File: config.mk
export PLATFORM = sky130hd
export DESIGN_NAME = qdc_ctrl
export DESIGN_NICKNAME = d
export VERILOG_FILES = /design/src/hdl/qdc_pkg.sv /design/src/hdl/qdc_sync.sv /design/src/hdl/qdc_regbank.sv /design/src/hdl/qdc_ctrl.sv
export VERILOG_INCLUDE_DIRS = /design/src /design/src/hdl
export SDC_FILE = /design/constraint.sdc
export NUM_CORES = 1
export LEC_CHECK = 0
export BUFFER_PORTS_ARGS = -buffer_cell sky130_fd_sc_hd__buf_4
export CAP_MARGIN = 30
export CORE_MARGIN = 2
export CORE_UTILIZATION = 60
export CTS_CLUSTER_DIAMETER = 200
export DETAILED_ROUTE_END_ITERATION = 8
export GPL_ROUTABILITY_DRIVEN = 0
export PLACE_DENSITY = 0.8
export SYNTH_ARGS = -nofsm -noshare
export SYNTH_HDL_FRONTEND = slang
export SYNTH_SLANG_ARGS = --single-unit
File: constraint.sdc
create_clock -name i_ref_clk -period 2.4 [get_ports i_ref_clk]
set_clock_uncertainty 0.05 [all_clocks]
set_input_delay 0.36 -clock i_ref_clk [delete_from_list [all_inputs] [get_ports i_ref_clk]]
set_output_delay 0.36 -clock i_ref_clk [all_outputs]
set_load 0.05 [all_outputs]
File: src/hdl/qdc_cfg.svh
// Constants for the quad converter control block
`ifndef QDC_CFG_SVH
`define QDC_CFG_SVH

// ==========================================================
// Slave address: fixed top five bits, low two from pins
`define QDC_SLAVE_ADDR_TOP 5'h13
`define QDC_RW_BIT 1'b0

// ==========================================================
// Control byte field positions
`define QDC_EXT_HI_BIT 7
`define QDC_EXT_LO_BIT 6
`define QDC_MODE_HI_BIT 5
`define QDC_MODE_LO_BIT 4
`define QDC_SEL_HI_BIT 2
`define QDC_SEL_LO_BIT 1
`define QDC_PD_FLAG_BIT 0

// ==========================================================
// Update mode codes
`define QDC_MODE_TEMP 2'h0
`define QDC_MODE_BOTH 2'h1
`define QDC_MODE_SYNC 2'h2
`define QDC_MODE_BCAST 2'h3

// ==========================================================
// Data layout and reset values
`define QDC_PD_MODE_HI 7
`define QDC_PD_MODE_LO 6
`define QDC_LOW_NIBBLE_HI 7
`define QDC_LOW_NIBBLE_LO 4
`define QDC_STORE_RESET 14'h0000
`define QDC_BYTE_RESET 8'h00
`define QDC_BITS_PER_BYTE 4'h8

`endif

File: src/hdl/qdc_pkg.sv
// Types shared by the quad converter control block
package qdc_pkg;

    // ==========================================================
    // Register update operation handed to the channel bank
    typedef enum logic [2:0] {
        QDC_OP_NONE = 3'b000,
        QDC_OP_TEMP = 3'b001,
        QDC_OP_BOTH = 3'b010,
        QDC_OP_SYNC = 3'b011,
        QDC_OP_LOADALL = 3'b100,
        QDC_OP_BCAST = 3'b101
    } qdc_op_t;

    // ==========================================================
    // Receive phase of a bus write
    typedef enum logic [2:0] {
        QDC_ST_IDLE = 3'b000,
        QDC_ST_ADDR = 3'b001,
        QDC_ST_CTRL = 3'b010,
        QDC_ST_HIGH = 3'b011,
        QDC_ST_LOW = 3'b100,
        QDC_ST_IGNORE = 3'b101
    } qdc_state_t;

endpackage : qdc_pkg

File: src/hdl/qdc_sync.sv
// Two flip-flop synchroniser for a group of pin inputs
`timescale 1ns/1ps

module qdc_sync #(
    parameter int W = 1,
    // Idle level of each pin, so the release of reset shows no false edge
    parameter logic [W-1:0] RST_VAL = '0
) (
    // Clock and reset
    input wire logic i_ref_clk,
    input wire logic i_rst,
    // Pins in, synchronised levels out
    input wire logic [W-1:0] i_async,
    output logic [W-1:0] o_sync
);
    logic [W-1:0] meta_reg;
    logic [W-1:0] sync_reg;

    // ==========================================================
    // First stage feeds only the second stage
    always_ff @(posedge i_ref_clk) begin
        if (i_rst) begin
            meta_reg <= RST_VAL;
            sync_reg <= RST_VAL;
        end else begin
            meta_reg <= i_async;
            sync_reg <= meta_reg;
        end
    end

    assign o_sync = sync_reg;

endmodule : qdc_sync

File: src/hdl/qdc_regbank.sv
// Per-channel temporary and converter stores with readback
`timescale 1ns/1ps
`include "qdc_cfg.svh"

module qdc_regbank #(
    parameter int CH = 4,
    parameter int W = 14,
    parameter int SW = 2
) (
    // Clock and reset
    input wire logic i_ref_clk,
    input wire logic i_rst,
    // Update request
    input wire qdc_pkg::qdc_op_t i_op,
    input wire logic [SW-1:0] i_sel,
    input wire logic [W-1:0] i_word,
    input wire logic i_load_all,
    // Readback
    input wire logic [SW-1:0] i_rd_sel,
    output logic [W-1:0] o_rd_data,
    // Store contents
    output logic [W-1:0] o_temp [CH],
    output logic [W-1:0] o_conv [CH]
);
    import qdc_pkg::*;

    logic [W-1:0] temp_reg [CH];
    logic [W-1:0] conv_reg [CH];
    logic [W-1:0] rd_reg;

    // ==========================================================
    // Stores; a bus update on the same edge overrides the load pin only in the converter stores it writes
    always_ff @(posedge i_ref_clk) begin
        if (i_rst) begin
            for (int i = 0; i < CH; i++) begin
                temp_reg[i] <= `QDC_STORE_RESET;
                conv_reg[i] <= `QDC_STORE_RESET;
            end
        end else begin
            if (i_load_all) begin
                for (int i = 0; i < CH; i++) begin
                    conv_reg[i] <= temp_reg[i];
                end
            end
            unique case (i_op)
                QDC_OP_NONE: begin
                end
                QDC_OP_TEMP: begin
                    temp_reg[i_sel] <= i_word;
                end
                QDC_OP_BOTH: begin
                    temp_reg[i_sel] <= i_word;
                    conv_reg[i_sel] <= i_word;
                end
                QDC_OP_SYNC: begin
                    temp_reg[i_sel] <= i_word;
                    for (int i = 0; i < CH; i++) begin
                        conv_reg[i] <= (SW'(i) == i_sel) ? i_word : temp_reg[i];
                    end
                end
                QDC_OP_LOADALL: begin
                    for (int i = 0; i < CH; i++) begin
                        conv_reg[i] <= temp_reg[i];
                    end
                end
                QDC_OP_BCAST: begin
                    for (int i = 0; i < CH; i++) begin
                        temp_reg[i] <= i_word;
                        conv_reg[i] <= i_word;
                    end
                end
            endcase
        end
    end

    // ==========================================================
    // Registered readback of the temporary store
    always_ff @(posedge i_ref_clk) begin
        if (i_rst) begin
            rd_reg <= `QDC_STORE_RESET;
        end else begin
            rd_reg <= temp_reg[i_rd_sel];
        end
    end

    assign o_rd_data = rd_reg;
    assign o_temp = temp_reg;
    assign o_conv = conv_reg;

endmodule : qdc_regbank

File: src/hdl/qdc_ctrl.sv
// Bus receive, control-byte decode and update logic of a quad converter
`timescale 1ns/1ps
`include "qdc_cfg.svh"

module qdc_ctrl (
    // Clock and reset
    input wire logic i_ref_clk,
    input wire logic i_rst,
    // Two-wire bus
    input wire logic i_scl,
    input wire logic i_sda,
    output logic o_sda_out,
    output logic o_sda_oe,
    // Address-select and load pins
    input wire logic [1:0] i_slave_addr_pins,
    input wire logic [1:0] i_ext_addr_pins,
    input wire logic i_load_strobe_pin,
    // Readback
    input wire logic [1:0] i_readback_sel,
    output logic [13:0] o_readback,
    // Channel outputs: powerdown mode in 13:12, code in 11:0
    output logic [13:0] o_output_channel_a,
    output logic [13:0] o_output_channel_b,
    output logic [13:0] o_output_channel_c,
    output logic [13:0] o_output_channel_d
);
    import qdc_pkg::*;

    // ==========================================================
    // Helpers
    function automatic logic [13:0] form_word(input logic [7:0] hi, input logic [7:0] lo,
                                              input logic pd);
        logic [13:0] w;
        if (pd) begin
            w = {hi[`QDC_PD_MODE_HI:`QDC_PD_MODE_LO], 12'h000};
        end else begin
            w = {2'h0, hi, lo[`QDC_LOW_NIBBLE_HI:`QDC_LOW_NIBBLE_LO]};
        end
        return w;
    endfunction : form_word

    function automatic qdc_op_t decode_op(input logic [7:0] ctrl, input logic ext_ok);
        logic [1:0] mode;
        qdc_op_t op;
        mode = {ctrl[`QDC_MODE_HI_BIT], ctrl[`QDC_MODE_LO_BIT]};
        op = QDC_OP_NONE;
        if (mode == `QDC_MODE_BCAST) begin
            op = ctrl[`QDC_SEL_HI_BIT] ? QDC_OP_BCAST : QDC_OP_LOADALL;
        end else if (ext_ok) begin
            unique case (mode)
                `QDC_MODE_TEMP: op = QDC_OP_TEMP;
                `QDC_MODE_BOTH: op = QDC_OP_BOTH;
                `QDC_MODE_SYNC: op = QDC_OP_SYNC;
                default: op = QDC_OP_NONE;
            endcase
        end
        return op;
    endfunction : decode_op

    // ==========================================================
    // Pin synchronisers
    logic [6:0] pins_sync;
    logic scl_s;
    logic sda_s;
    logic load_s;
    logic [1:0] ext_s;
    logic [1:0] sa_s;

    // Bus clock and data idle high; resetting them low would fake a clock rise
    qdc_sync #(
        .W(7),
        .RST_VAL(7'h60)
    ) u_sync (
        .i_ref_clk(i_ref_clk),
        .i_rst(i_rst),
        .i_async({i_scl, i_sda, i_load_strobe_pin, i_ext_addr_pins, i_slave_addr_pins}),
        .o_sync(pins_sync)
    );

    assign scl_s = pins_sync[6];
    assign sda_s = pins_sync[5];
    assign load_s = pins_sync[4];
    assign ext_s = pins_sync[3:2];
    assign sa_s = pins_sync[1:0];

    // ==========================================================
    // Edge detection on the synchronised levels
    logic scl_d_reg;
    logic sda_d_reg;
    logic load_d_reg;

    always_ff @(posedge i_ref_clk) begin
        if (i_rst) begin
            scl_d_reg <= 1'b1;
            sda_d_reg <= 1'b1;
            load_d_reg <= 1'b0;
        end else begin
            scl_d_reg <= scl_s;
            sda_d_reg <= sda_s;
            load_d_reg <= load_s;
        end
    end

    logic scl_rise;
    logic scl_fall;
    logic bus_start;
    logic bus_stop;
    logic load_edge;

    assign scl_rise = scl_s & ~scl_d_reg;
    assign scl_fall = ~scl_s & scl_d_reg;
    assign bus_start = scl_s & scl_d_reg & sda_d_reg & ~sda_s;
    assign bus_stop = scl_s & scl_d_reg & ~sda_d_reg & sda_s;
    // The load pin is edge sensitive and ignores the bus clock entirely
    assign load_edge = load_s & ~load_d_reg;

    // ==========================================================
    // Receive sequencing
    qdc_state_t state_reg;
    logic [3:0] bit_cnt_reg;
    logic [7:0] shift_reg;
    logic in_ack_reg;
    logic upd_pend_reg;
    logic byte_done;
    logic addr_hit;
    logic ack_fall;

    assign byte_done = scl_fall & (bit_cnt_reg == `QDC_BITS_PER_BYTE) & ~in_ack_reg
                       & (state_reg != QDC_ST_IDLE) & (state_reg != QDC_ST_IGNORE);
    assign addr_hit = (shift_reg[7:1] == {`QDC_SLAVE_ADDR_TOP, sa_s})
                      & (shift_reg[0] == `QDC_RW_BIT);
    assign ack_fall = scl_fall & in_ack_reg;

    always_ff @(posedge i_ref_clk) begin
        if (i_rst) begin
            state_reg <= QDC_ST_IDLE;
            bit_cnt_reg <= 4'h0;
            shift_reg <= `QDC_BYTE_RESET;
        end else if (bus_start) begin
            state_reg <= QDC_ST_ADDR;
            bit_cnt_reg <= 4'h0;
        end else if (bus_stop) begin
            state_reg <= QDC_ST_IDLE;
            bit_cnt_reg <= 4'h0;
        end else begin
            if (scl_rise && bit_cnt_reg != `QDC_BITS_PER_BYTE) begin
                shift_reg <= {shift_reg[6:0], sda_s};
                bit_cnt_reg <= bit_cnt_reg + 4'h1;
            end else if (ack_fall) begin
                bit_cnt_reg <= 4'h0;
            end
            if (byte_done) begin
                unique case (state_reg)
                    QDC_ST_ADDR: state_reg <= addr_hit ? QDC_ST_CTRL : QDC_ST_IGNORE;
                    QDC_ST_CTRL: state_reg <= QDC_ST_HIGH;
                    QDC_ST_HIGH: state_reg <= QDC_ST_LOW;
                    QDC_ST_LOW: state_reg <= QDC_ST_HIGH;
                    default: state_reg <= QDC_ST_IGNORE;
                endcase
            end
        end
    end

    // ==========================================================
    // Byte stores written by the master
    logic [7:0] ctrl_reg;
    logic [7:0] msb_reg;
    logic [7:0] lsb_reg;

    always_ff @(posedge i_ref_clk) begin
        if (i_rst) begin
            ctrl_reg <= `QDC_BYTE_RESET;
            msb_reg <= `QDC_BYTE_RESET;
            lsb_reg <= `QDC_BYTE_RESET;
        end else if (byte_done) begin
            if (state_reg == QDC_ST_CTRL) begin
                ctrl_reg <= shift_reg;
            end
            if (state_reg == QDC_ST_HIGH) begin
                msb_reg <= shift_reg;
            end
            if (state_reg == QDC_ST_LOW) begin
                lsb_reg <= shift_reg;
            end
        end
    end

    // ==========================================================
    // Acknowledge drive and pending update
    always_ff @(posedge i_ref_clk) begin
        if (i_rst) begin
            in_ack_reg <= 1'b0;
            upd_pend_reg <= 1'b0;
        end else if (bus_start || bus_stop) begin
            in_ack_reg <= 1'b0;
            upd_pend_reg <= 1'b0;
        end else if (byte_done) begin
            in_ack_reg <= (state_reg != QDC_ST_ADDR) | addr_hit;
            upd_pend_reg <= (state_reg == QDC_ST_LOW);
        end else if (ack_fall) begin
            in_ack_reg <= 1'b0;
            upd_pend_reg <= 1'b0;
        end
    end

    // Open drain: only ever pulls low
    assign o_sda_out = 1'b0;
    assign o_sda_oe = in_ack_reg;

    // ==========================================================
    // Update decode, fired on the falling clock that ends the ack
    logic upd_fire;
    logic ext_ok;
    logic [13:0] new_word;
    qdc_op_t upd_op;

    assign upd_fire = ack_fall & upd_pend_reg;
    assign ext_ok = ({ctrl_reg[`QDC_EXT_HI_BIT], ctrl_reg[`QDC_EXT_LO_BIT]} == ext_s);
    assign new_word = form_word(msb_reg, lsb_reg, ctrl_reg[`QDC_PD_FLAG_BIT]);
    assign upd_op = upd_fire ? decode_op(ctrl_reg, ext_ok) : QDC_OP_NONE;

    // ==========================================================
    // Channel stores
    logic [13:0] temp_w [4];
    logic [13:0] conv_w [4];

    qdc_regbank #(
        .CH(4),
        .W(14),
        .SW(2)
    ) u_bank (
        .i_ref_clk(i_ref_clk),
        .i_rst(i_rst),
        .i_op(upd_op),
        .i_sel({ctrl_reg[`QDC_SEL_HI_BIT], ctrl_reg[`QDC_SEL_LO_BIT]}),
        .i_word(new_word),
        .i_load_all(load_edge),
        .i_rd_sel(i_readback_sel),
        .o_rd_data(o_readback),
        .o_temp(temp_w),
        .o_conv(conv_w)
    );

    assign o_output_channel_a = conv_w[0];
    assign o_output_channel_b = conv_w[1];
    assign o_output_channel_c = conv_w[2];
    assign o_output_channel_d = conv_w[3];

    // ==========================================================
    // Checks
    logic [1:0] sel_w;
    assign sel_w = {ctrl_reg[`QDC_SEL_HI_BIT], ctrl_reg[`QDC_SEL_LO_BIT]};
endmodule : qdc_ctrl

* After elaboration in Yosys (flattened, before gate mapping)
Index checks and enable logic that the tools add are counted.
** Word-level totals
- Bits of input ports :: 11
- Bits in registers :: 184
- Output and inout bits :: 72
- Logic and storage cells :: 124
** Cells by class
- Magnitude comparators :: 3
- Add/sub/neg operators :: 1
- Reductions and logical operators :: 18
- Mux-type cells :: 31
- Bitwise logic cells :: 27
- Eq/ne operators :: 21
** Operator list (number)
- one-hot mux 56 bit (4 select lines) :: 1
- bitwise mux 56 bit :: 2
- two-way mux 14 bit :: 8
- two-way mux 56 bit :: 2
- one-hot mux 56 bit (2 select lines) :: 1
- binary-select mux 14 bit (select 2 bit) :: 1
- demux 14 bit (select 2 bit) :: 1
- AND 1 bit :: 15
- == test 3 x 2 -> 1 bit, second input constant :: 4
- == test 3 bit, second input constant :: 3
- two-way mux 3 bit :: 3
- inverter 1 bit :: 9
- one-hot mux 3 bit (3 select lines) :: 1
- two-way mux 4 bit :: 2
- == test 7 bit :: 1
- two-way mux 1 bit :: 7
- == test 3 x 1 -> 1 bit, second input constant :: 2
- greater-or-equal comparator 3 bit, second input constant :: 2
- inverter 2 -> 3 bit :: 2
- one-hot mux 2 bit (3 select lines) :: 1
- AND reduction 2 bit :: 3
- nonzero test 2 bit :: 3
- nonzero test 3 bit :: 2
- OR reduction 3 bit :: 2
- other kinds (18) :: 23

* Longest topological paths before layout
Gate-level depths: netlist (run 1).
- Word-level depth :: 9
- Gate-level depth with buffers :: 9
- Depth with buffers taken out :: 7

* By module
Synthesis (run 1) repeated with hierarchy kept, for this count alone.
** Second synthesis, totals
- Cells, all modules :: 695
- Area total of the unflattened synthesis :: 7283.2 um^2
** By module, submodules not included
- qdc_regbank :: instances 1, cells an instance 460, seq. area each 2522.4 um^2, area each 5024.8 um^2
- qdc_ctrl :: instances 1, cells an instance 206, seq. area each 780.7 um^2, area each 1874.3 um^2
- qdc_sync :: instances 1, cells an instance 29, seq. area each 280.3 um^2, area each 384.1 um^2

* Worst setup path after synthesis (run 1)
OpenSTA, ideal clock, no wires.
- Path type :: register -> register
- Start :: register in_ack_reg, in the netlist o_sda_oe
- End :: register u_bank.conv_reg, in the netlist u_bank.o_conv[0]
- Buffers on the path :: 2
- Arrival :: 2.122 ns
- Required time :: 2.255 ns
- Cell stages (with the launch flop) :: 8
- Path slack :: 0.132 ns
- Clock period less this slack :: 2.268 ns
- Cell sequence :: dfxtp_1 -> nand4b_2 -> or4_1 -> buf_6 -> buf_6 -> a21oi_1 -> o221ai_1 -> a221oi_1
** On the way
- Cells in the longest elaborated chain, start to end :: 5
- Elaborated cells between the ends (all ways) :: 8
- Classes of those cells :: eq/ne: 4; mux: 2; bitwise: 2
** RTL lines
- start, declared :: line qdc_ctrl.sv:122 : logic in_ack_reg;
- start signal, assigned :: line qdc_ctrl.sv:198 : in_ack_reg <= (state_reg != QDC_ST_ADDR) | addr_hit;
- AND 1 bit (*) :: line qdc_ctrl.sv:132 : assign ack_fall = scl_fall & in_ack_reg;
- AND 1 bit (*) :: line qdc_ctrl.sv:217 : assign upd_fire = ack_fall & upd_pend_reg;
- two-way mux 3 bit (*) :: line qdc_ctrl.sv:220 : assign upd_op = upd_fire ? decode_op(ctrl_reg, ext_ok) : QDC_OP_NONE;
- == test 3 bit / == test 3 x 2 -> 1 bit (equally long branches) :: line qdc_regbank.sv:45 : unique case (i_op)
- one-hot mux 56 bit (4 select lines) (*) :: line qdc_regbank.sv:45
- end signal, assigned by index :: line qdc_regbank.sv:42 : conv_reg[i] <= temp_reg[i];
- end signal, assigned by index :: line qdc_regbank.sv:53 : conv_reg[i_sel] <= i_word;
- end signal, assigned by index :: line qdc_regbank.sv:58 : conv_reg[i] <= (SW'(i) == i_sel) ? i_word : temp_reg[i];
- end, declared :: line qdc_regbank.sv:28 : logic [W-1:0] conv_reg [CH];
Mark *: on every way between the ends. The rest lies on a longest branch, timed or not.
A chain may end at the register's enable or synchronous reset.

* Worst setup path in the final report (run 1)
- Start :: register scl_d_reg
- End :: register u_bank.conv_reg, in the netlist u_bank.o_conv[25]
** On the way
- Cells in the longest elaborated chain, start to end :: 6
- Elaborated cells between the ends (all ways) :: 9
- Classes of those cells :: eq/ne: 4; mux: 2; bitwise: 3
** RTL lines
- start, declared :: line qdc_ctrl.sv:88 : logic scl_d_reg;
- start signal, assigned :: line qdc_ctrl.sv:98 : scl_d_reg <= scl_s;
- AND 1 bit (*) :: line qdc_ctrl.sv:111 : assign scl_fall = ~scl_s & scl_d_reg;
- AND 1 bit (*) :: line qdc_ctrl.sv:132
- AND 1 bit (*) :: line qdc_ctrl.sv:217
- two-way mux 3 bit (*) :: line qdc_ctrl.sv:220
- == test 3 bit / == test 3 x 2 -> 1 bit (equally long branches) :: line qdc_regbank.sv:45
- one-hot mux 56 bit (4 select lines) (*) :: line qdc_regbank.sv:45
Marks and branches as above.

==> results of run 1 <==
[what timing repair did]
action,in CTS,in global routing
gates cloned,1,1
pin swaps,0,5
endpoints found under the setup margin,12,35
gates resized for setup,3,7
[cell type report]
type | count | area [um^2]
Multi-Input combinational cell | 684 | 4966
Fill cell | 1078 | 3983
Sequential cell | 179 | 3583
Timing Repair Buffer | 133 | 1136
Clock buffer | 18 | 439.2
Tap cell | 184 | 230.2
Clock inverter | 14 | 166.4
Inverter | 8 | 30.03
[cell usage in the layout, fill, tap and decap left out, types with 9 or more instances in the layout]
cell / synthesis / final
a21oi_1: 118 / 117
a21oi_2: 9 / 10
a221oi_1: 51 / 45
a221oi_2: 5 / 11
buf_12: 0 / 9
buf_4: 10 / 123
clkbuf_16: 0 / 17
dfxtp_1: 179 / 179
mux2i_1: 126 / 126
mux4_2: 14 / 14
nand2_1: 59 / 59
nand2b_1: 17 / 16
nand3_1: 9 / 9
nor2_1: 83 / 82
nor2b_1: 40 / 40
o211ai_1: 26 / 26
o221ai_1: 26 / 26
o22ai_1: 18 / 18
[final timing paths]
check / startpoint / end / depth (start not counted)
max: scl_d_reg / u_bank.o_conv[25] / 7
min: i_scl / u_sync.meta_reg[6] / 2
max reg2reg: scl_d_reg / u_bank.o_conv[25] / 7
min reg2reg: u_sync.meta_reg[6] / u_sync.o_sync[6] / 1
[where the power goes]
part	internal (uW)	switching, uW
Clock	1600	1290
Combinational	62.4	109
Sequential	2980	8.84
[routing by layer]
metal  GRT usage (%)  up-vias  wire [um]
li1                -     3685          -
met1           44.44     3877      10730
met2           49.06      581      11760
met3           9.091       95       3217
met4           13.77        0        943
met5               0        -          0
[cells in the mapped netlist (3+ instances only)]
library cell,n,area [um^2]
dfxtp_1,179,3583
mux2i_1,126,1261
a21oi_1,118,590.6
nor2_1,83,311.6
nand2_1,59,221.5
a221oi_1,51,446.7
clkbuf_1,45,168.9
nor2b_1,40,250.2
o211ai_1,26,195.2
o221ai_1,26,227.7
o22ai_1,18,112.6
nand2b_1,17,106.4
mux4_2,14,315.3
buf_2,13,65.06
buf_4,10,75.07
a21oi_2,9,78.83
nand3_1,9,45.04
inv_1,8,30.03
or2_2,8,50.05
buf_1,7,26.28
buf_6,6,67.56
o21ai_1,6,30.03
a21o_1,5,37.54
a221oi_2,5,75.07
and2_1,5,31.28
ha_1,5,62.56
nor4_1,5,31.28
o21a_1,4,30.03
xor2_1,4,35.03
nand3b_1,3,22.52
[stage by stage]
stage	setup TNS (ns)	hold WS [ns]	worst slack (ns)	instances	instance area [um^2]
after global routing	0	0.05544	0.004289	1220	10550
after detailed placement	-0.04275	0.3467	-0.04275	1186	9848
after CTS	0	0.05060	0.06712	1219	10500
after floorplan	0	0.3395	0.1323	951	8901
final	0	0.05388	0.05858	1220	10550
after global placement	0	0.3420	0.03316	1186	9848
[kinds of logic after synthesis]
family          count (synthesis)  share of synthesized area, %
compound gates                281                         21.66
simple gates                  248                         13.92
flops                         179                         40.26
mux                           142                         17.96
buf+inv                        89                         4.864
xor+xnor                        6                        0.5904
fa+ha+maj                       5                        0.7028
other cells                     1                       0.04213
[critical path: cells and delay by family, from the launching register on]
kind,cells,cell delay (ns)
flops,1,0.47
buf+inv,2,0.44
simple gates,2,0.67
compound gates,3,0.56
==> flow_summary_export.csv, run 1 <==
group,metric,value,unit
status,status,"finished, final reports clean",
finish,finalNetCount,1039,
routing,drc,0,
floorplanning,die_height,125.8,um
synthesis,ys_seq_area_share,40.26,%
cts,path_clk_slew,0.07,ns
worst_setup_path,crit_arrival,2.58,ns
run,maxCapViolations,0,
routing,drt-pass1-iter-count,6,
timing,hold_viol_final,0,
placement,portBuffers,81,
timing,fmax,427.1,MHz
timing,rsz0062_at_grt,"no",
routing,vias,8238,
cts,clk_latency,0.44,ns
floorplanning,fp-row-count,44,
cts,cts.path.max_buffers,2,
finish,drive_gt1_share,21.53,%
timing,worst_pin_slew,0.7137,ns
timing,period_needed,2.341,ns
routing,drt_wl_total,26.65,mm
synthesis,synth-main-ff-cell,"dfxtp_1",
floorplanning,die_w,125.8,um
worst_setup_path,critPathKind,"register to register",
power_and_ir_drop,cellPowerDensity,573.7,mW/mm^2
routing,viasPerCell,6.752,
worst_setup_path,worst_path_max_delay_cell,"dfxtp_1",
floorplanning,dieArea,0.01583,mm^2
hold_path,min_path_type,"primary input to register",
global_routing,grt_pass1_vias,7499,
global_routing,antenna_found_initial,0,
synthesis,synth-seq-cells,179,
synthesis,syn_area,0.008901,mm^2
floorplanning,start_util,61.24,%
global_routing,grt_pass1_wl,41.01,mm
timing,maxSlewViolCount,0,
timing,fin_crit_sh,97.56,%
cts,cts_max_level,4,
floorplanning,core-area,0.01453,mm^2
global_routing,grt_max_degree,92,
cts,cts.sinks,179,
power_and_ir_drop,power_leakage,0.004621,uW
routing,ant_nets,0,
worst_setup_path,cpPeakStageDelay,0.47,ns
cts,cts_root_buffer,"clkbuf_16",
finish,fin_util,72.60,%
worst_setup_path,worst_setup_path_end_kind,"register",
synthesis,syn_inst,951,
cts,ctsHoldBuffers,0,
worst_setup_path,cp_cell_sequence,"nand4b_2, buf_4, nor4_4, buf_4, o22ai_1, a21oi_1, a221oi_2",
routing,drtIter0Drc,1402,
finish,syn2layout_area_growth,18.54,%
synthesis,synth_edf_count,0,
floorplanning,io_pins,83,
worst_setup_path,crit_required,2.64,ns
synthesis,synth_nets,967,
synthesis,synth_warnings,0,
cts,cts_tree,"yes",
power_and_ir_drop,power,6054,uW
placement,dp_hpwl,16.75,mm
worst_setup_path,r2r_slack,0.06,ns
cts,cts_setup_buffers,0,
worst_setup_path,startpoint_type,"register",
global_routing,grt.overflow.total,0,
worst_setup_path,path_common_cell,"buf_4",
routing,wl_per_cell,21.85,um
synthesis,synth.distinct_cells,60,
power_and_ir_drop,ir_drop,596.8,uV
finish,diodes,0,
worst_setup_path,path_max_fanout,8,
synthesis,synthArstFlopShare,0,%
cts,cts_inserted_buffers,17,
global_routing,gr-usage-all-layers,32.64,%
timing,slew_headroom,52.37,%
synthesis,synth.avg_cell_area,9.360,um^2
timing,setup_viol,0,
Note: power is estimated with default switching activity, not from simulation.
==> run 2, diff against run 1 <==
--- a/config.mk
+++ b/config.mk
@@ -8,6 +8,7 @@
 export LEC_CHECK = 0
 export BUFFER_PORTS_ARGS = -buffer_cell sky130_fd_sc_hd__buf_4
 export CAP_MARGIN = 30
+export CORE_ASPECT_RATIO = 0.8
 export CORE_MARGIN = 2
 export CORE_UTILIZATION = 60
 export CTS_CLUSTER_DIAMETER = 200
==> run 2 against run 1 <==
The flow now finishes with violations (design-rule violations). Critical path depth rose by 1. Setup slack gained 0.038 ns. Register-to-register slack better by 0.04 ns. Cell area up 1.4%. Core utilization rose by 1.7 points. Maximum frequency up 1.6%. First-iteration DRC count fell by 11%. Largest power group is now clock.
==> flow_summary_export.csv, run 2 (same netlist as run 1, synthesis figures left out) <==
group,metric,value,unit
power_and_ir_drop,cellPowerDensity,592.7,mW/mm^2
routing,wl_met2,11.55,mm
global_routing,grt.overflow.total,0,
routing,top_layer,"met4",
cts,cts.path.max_buffers,2,
timing,slew_headroom,50.01,%
power_and_ir_drop,p_int,4971,uW
cts,ctsHoldBuffers,0,
cts,path_clk_slew,0.07,ns
cts,cts_max_level,4,
power_and_ir_drop,power_leakage,0.004704,uW
worst_setup_path,crit_arrival,2.59,ns
timing,fmax,434.1,MHz
finish,layout_commonest_cell,"dfxtp_1",
timing,worst_pin_slew,0.7488,ns
worst_setup_path,startpoint_type,"register",
power_and_ir_drop,swShare,21.58,%
global_routing,gr-usage-all-layers,35.39,%
floorplanning,die_height,112.9,um
hold_path,min_path_type,"primary input to register",
timing,period_needed,2.304,ns
power_and_ir_drop,comb_power_share,2.7,%
floorplanning,fp-row-count,39,
global_routing,grt_pass1_wl,43.26,mm
timing,hold_viol_final,0,
worst_setup_path,cpPeakStageDelay,0.48,ns
routing,drt_wl_total,28.10,mm
worst_setup_path,r2r_slack,0.1,ns
cts,cts_root_buffer,"clkbuf_16",
power_and_ir_drop,power,6338,uW
power_and_ir_drop,power_frac_clock,50.1,%
floorplanning,io_pins,83,
routing,dr_wl_met3,4.250,mm
placement,dp.cells,1195,
worst_setup_path,critPathKind,"register to register",
routing,wl_per_cell,22.86,um
finish,fin_util,74.29,%
finish,stdcell_count,1229,
routing,vias,8317,
floorplanning,dieArea,0.01583,mm^2
routing,drt-pass1-iter-count,9,
floorplanning,start_util,61.83,%
worst_setup_path,cp_cell_sequence,"inv_1, ha_1, nand2b_1, or4_4, bufbuf_16, a21oi_1, o221ai_1, a221oi_1",
worst_setup_path,crit_end,"u_bank.o_conv[15]",
floorplanning,die_w,140.2,um
routing,viasPerCell,6.767,
global_routing,antenna_found_initial,0,
finish,syn2layout_area_growth,20.14,%
worst_setup_path,crit_required,2.69,ns
worst_setup_path,worst_path_max_delay_cell,"or4_4",
timing,setup_viol,0,
status,status,"finished, violations left",
timing,holdWs,0.06311,ns
global_routing,grt_max_degree,69,
power_and_ir_drop,ir_drop,502.7,uV
finish,drive_gt1_share,22.30,%
worst_setup_path,setup.worst_path.start,"ctrl_reg[4]",
run,maxCapViolations,0,
worst_setup_path,worst_setup_path_end_kind,"register",
routing,drtIter0Drc,1248,
cts,cts.sinks,179,
worst_setup_path,r2r_start,"ctrl_reg[4]",
worst_setup_path,r2r_end,"u_bank.o_conv[15]",
finish,diodes,0,
routing,ant_nets,0,
status,violations,"design-rule violations",
placement,portBuffers,81,
floorplanning,core-area,0.01440,mm^2
timing,setup_tns,0,ns
cts,clk_latency,0.44,ns
timing,fin_crit_sh,95.99,%
placement,dp_hpwl,18.07,mm
timing,maxSlewViolCount,0,
routing,met1Wirelength,11.59,mm
cts,cts_inserted_buffers,17,
global_routing,grt_pass1_vias,7701,
cts,cts_tree,"yes",
power_and_ir_drop,p_sw,1367,uW
worst_setup_path,path_max_fanout,27,
finish,finalNetCount,1048,
power_and_ir_drop,p_seq_share,47.2,%
routing,drc,4,
worst_setup_path,rr_worst_depth,8,
finish,layout_common_cells,"dfxtp_1 (178), buf_4 (132), mux2i_1 (126), a21oi_1 (117), nor2_1 (82)",
## run 2: cell count changes in the layout (fill, tap and decap cells not counted), sizes merged
| cell | delta |
|---|---|
| buf | +9 |
| bufinv | +3 |
| clkbuf | +1 |
| clkinv | -2 |
| clkinvlp | +3 |
| inv | -5 |
## run 2: per-layer routing
metal,vias up,global-route usage [%]
li1,3707,-
met2,605,49.90
met1,3923,50.22
met4,0,12.46
met3,82,12.70
met5,-,0
## run 2: what timing repair did
action	CTS	global route
endpoints found under the setup margin	28	54
cloned	1	1
gates resized for setup	3	9
pin swaps	0	2
endpoints found under the hold margin	0	0
buffers inserted	0	0
## run 2: how the worst min path moves through the flow
stage / start / depth (start not counted) / endpoint / slack, ns
final: i_sda / 2 / u_sync.meta_reg[5] / 0.06
after global routing: i_scl / 2 / u_sync.meta_reg[6] / 0.06
after CTS: i_sda / 2 / u_sync.meta_reg[5] / 0.05
after detailed placement: u_sync.meta_reg[5] / 1 / u_sync.o_sync[5] / 0.34
after global placement: u_sync.meta_reg[6] / 1 / u_sync.o_sync[6] / 0.34
after floorplan: u_sync.meta_reg[5] / 1 / u_sync.o_sync[5] / 0.34
## run 2: worst max-delay path: cells and delay by family (launching register included)
| kind | cells | cell delay, ns |
|---|---|---|
| AO/OA/AOI/OAI | 3 | 0.53 |
| adder cells (fa/ha/maj) | 1 | 0.29 |
| buffers and inverters | 2 | 0.42 |
| flip-flops | 1 | 0.35 |
| AND/OR/NAND/NOR | 2 | 0.56 |
## run 2: power groups by stage
stage	sequential [uW]	combinational [uW]	clock, uW
2_1_floorplan	3060	123	0
3_3_place_gp	3060	169	0
3_5_place_dp	3060	171	0
4_1_cts	2990	171	3170
5_1_grt	2990	184	3300
6_report	2990	174	3170
## run 2: area by class of cell
type                    instances  area, um^2
multi-input cells             684        4974
fillers                      1017        3701
flip-flops and latches        179        3585
repair buffers                142        1204
clock buffers                  19       452.9
well taps                     184       230.2
clock inverters                13       219.0
inverters                       8       30.03
## run 2: per-stage QoR
step / setup WS (ns) / cell area [um^2]
after floorplan: 0.1323 / 8901
after global placement: 0.01988 / 9916
after detailed placement: -0.06607 / 9916
after CTS: 0.0003193 / 10640
after global routing: -0.007589 / 10690
final: 0.09626 / 10690
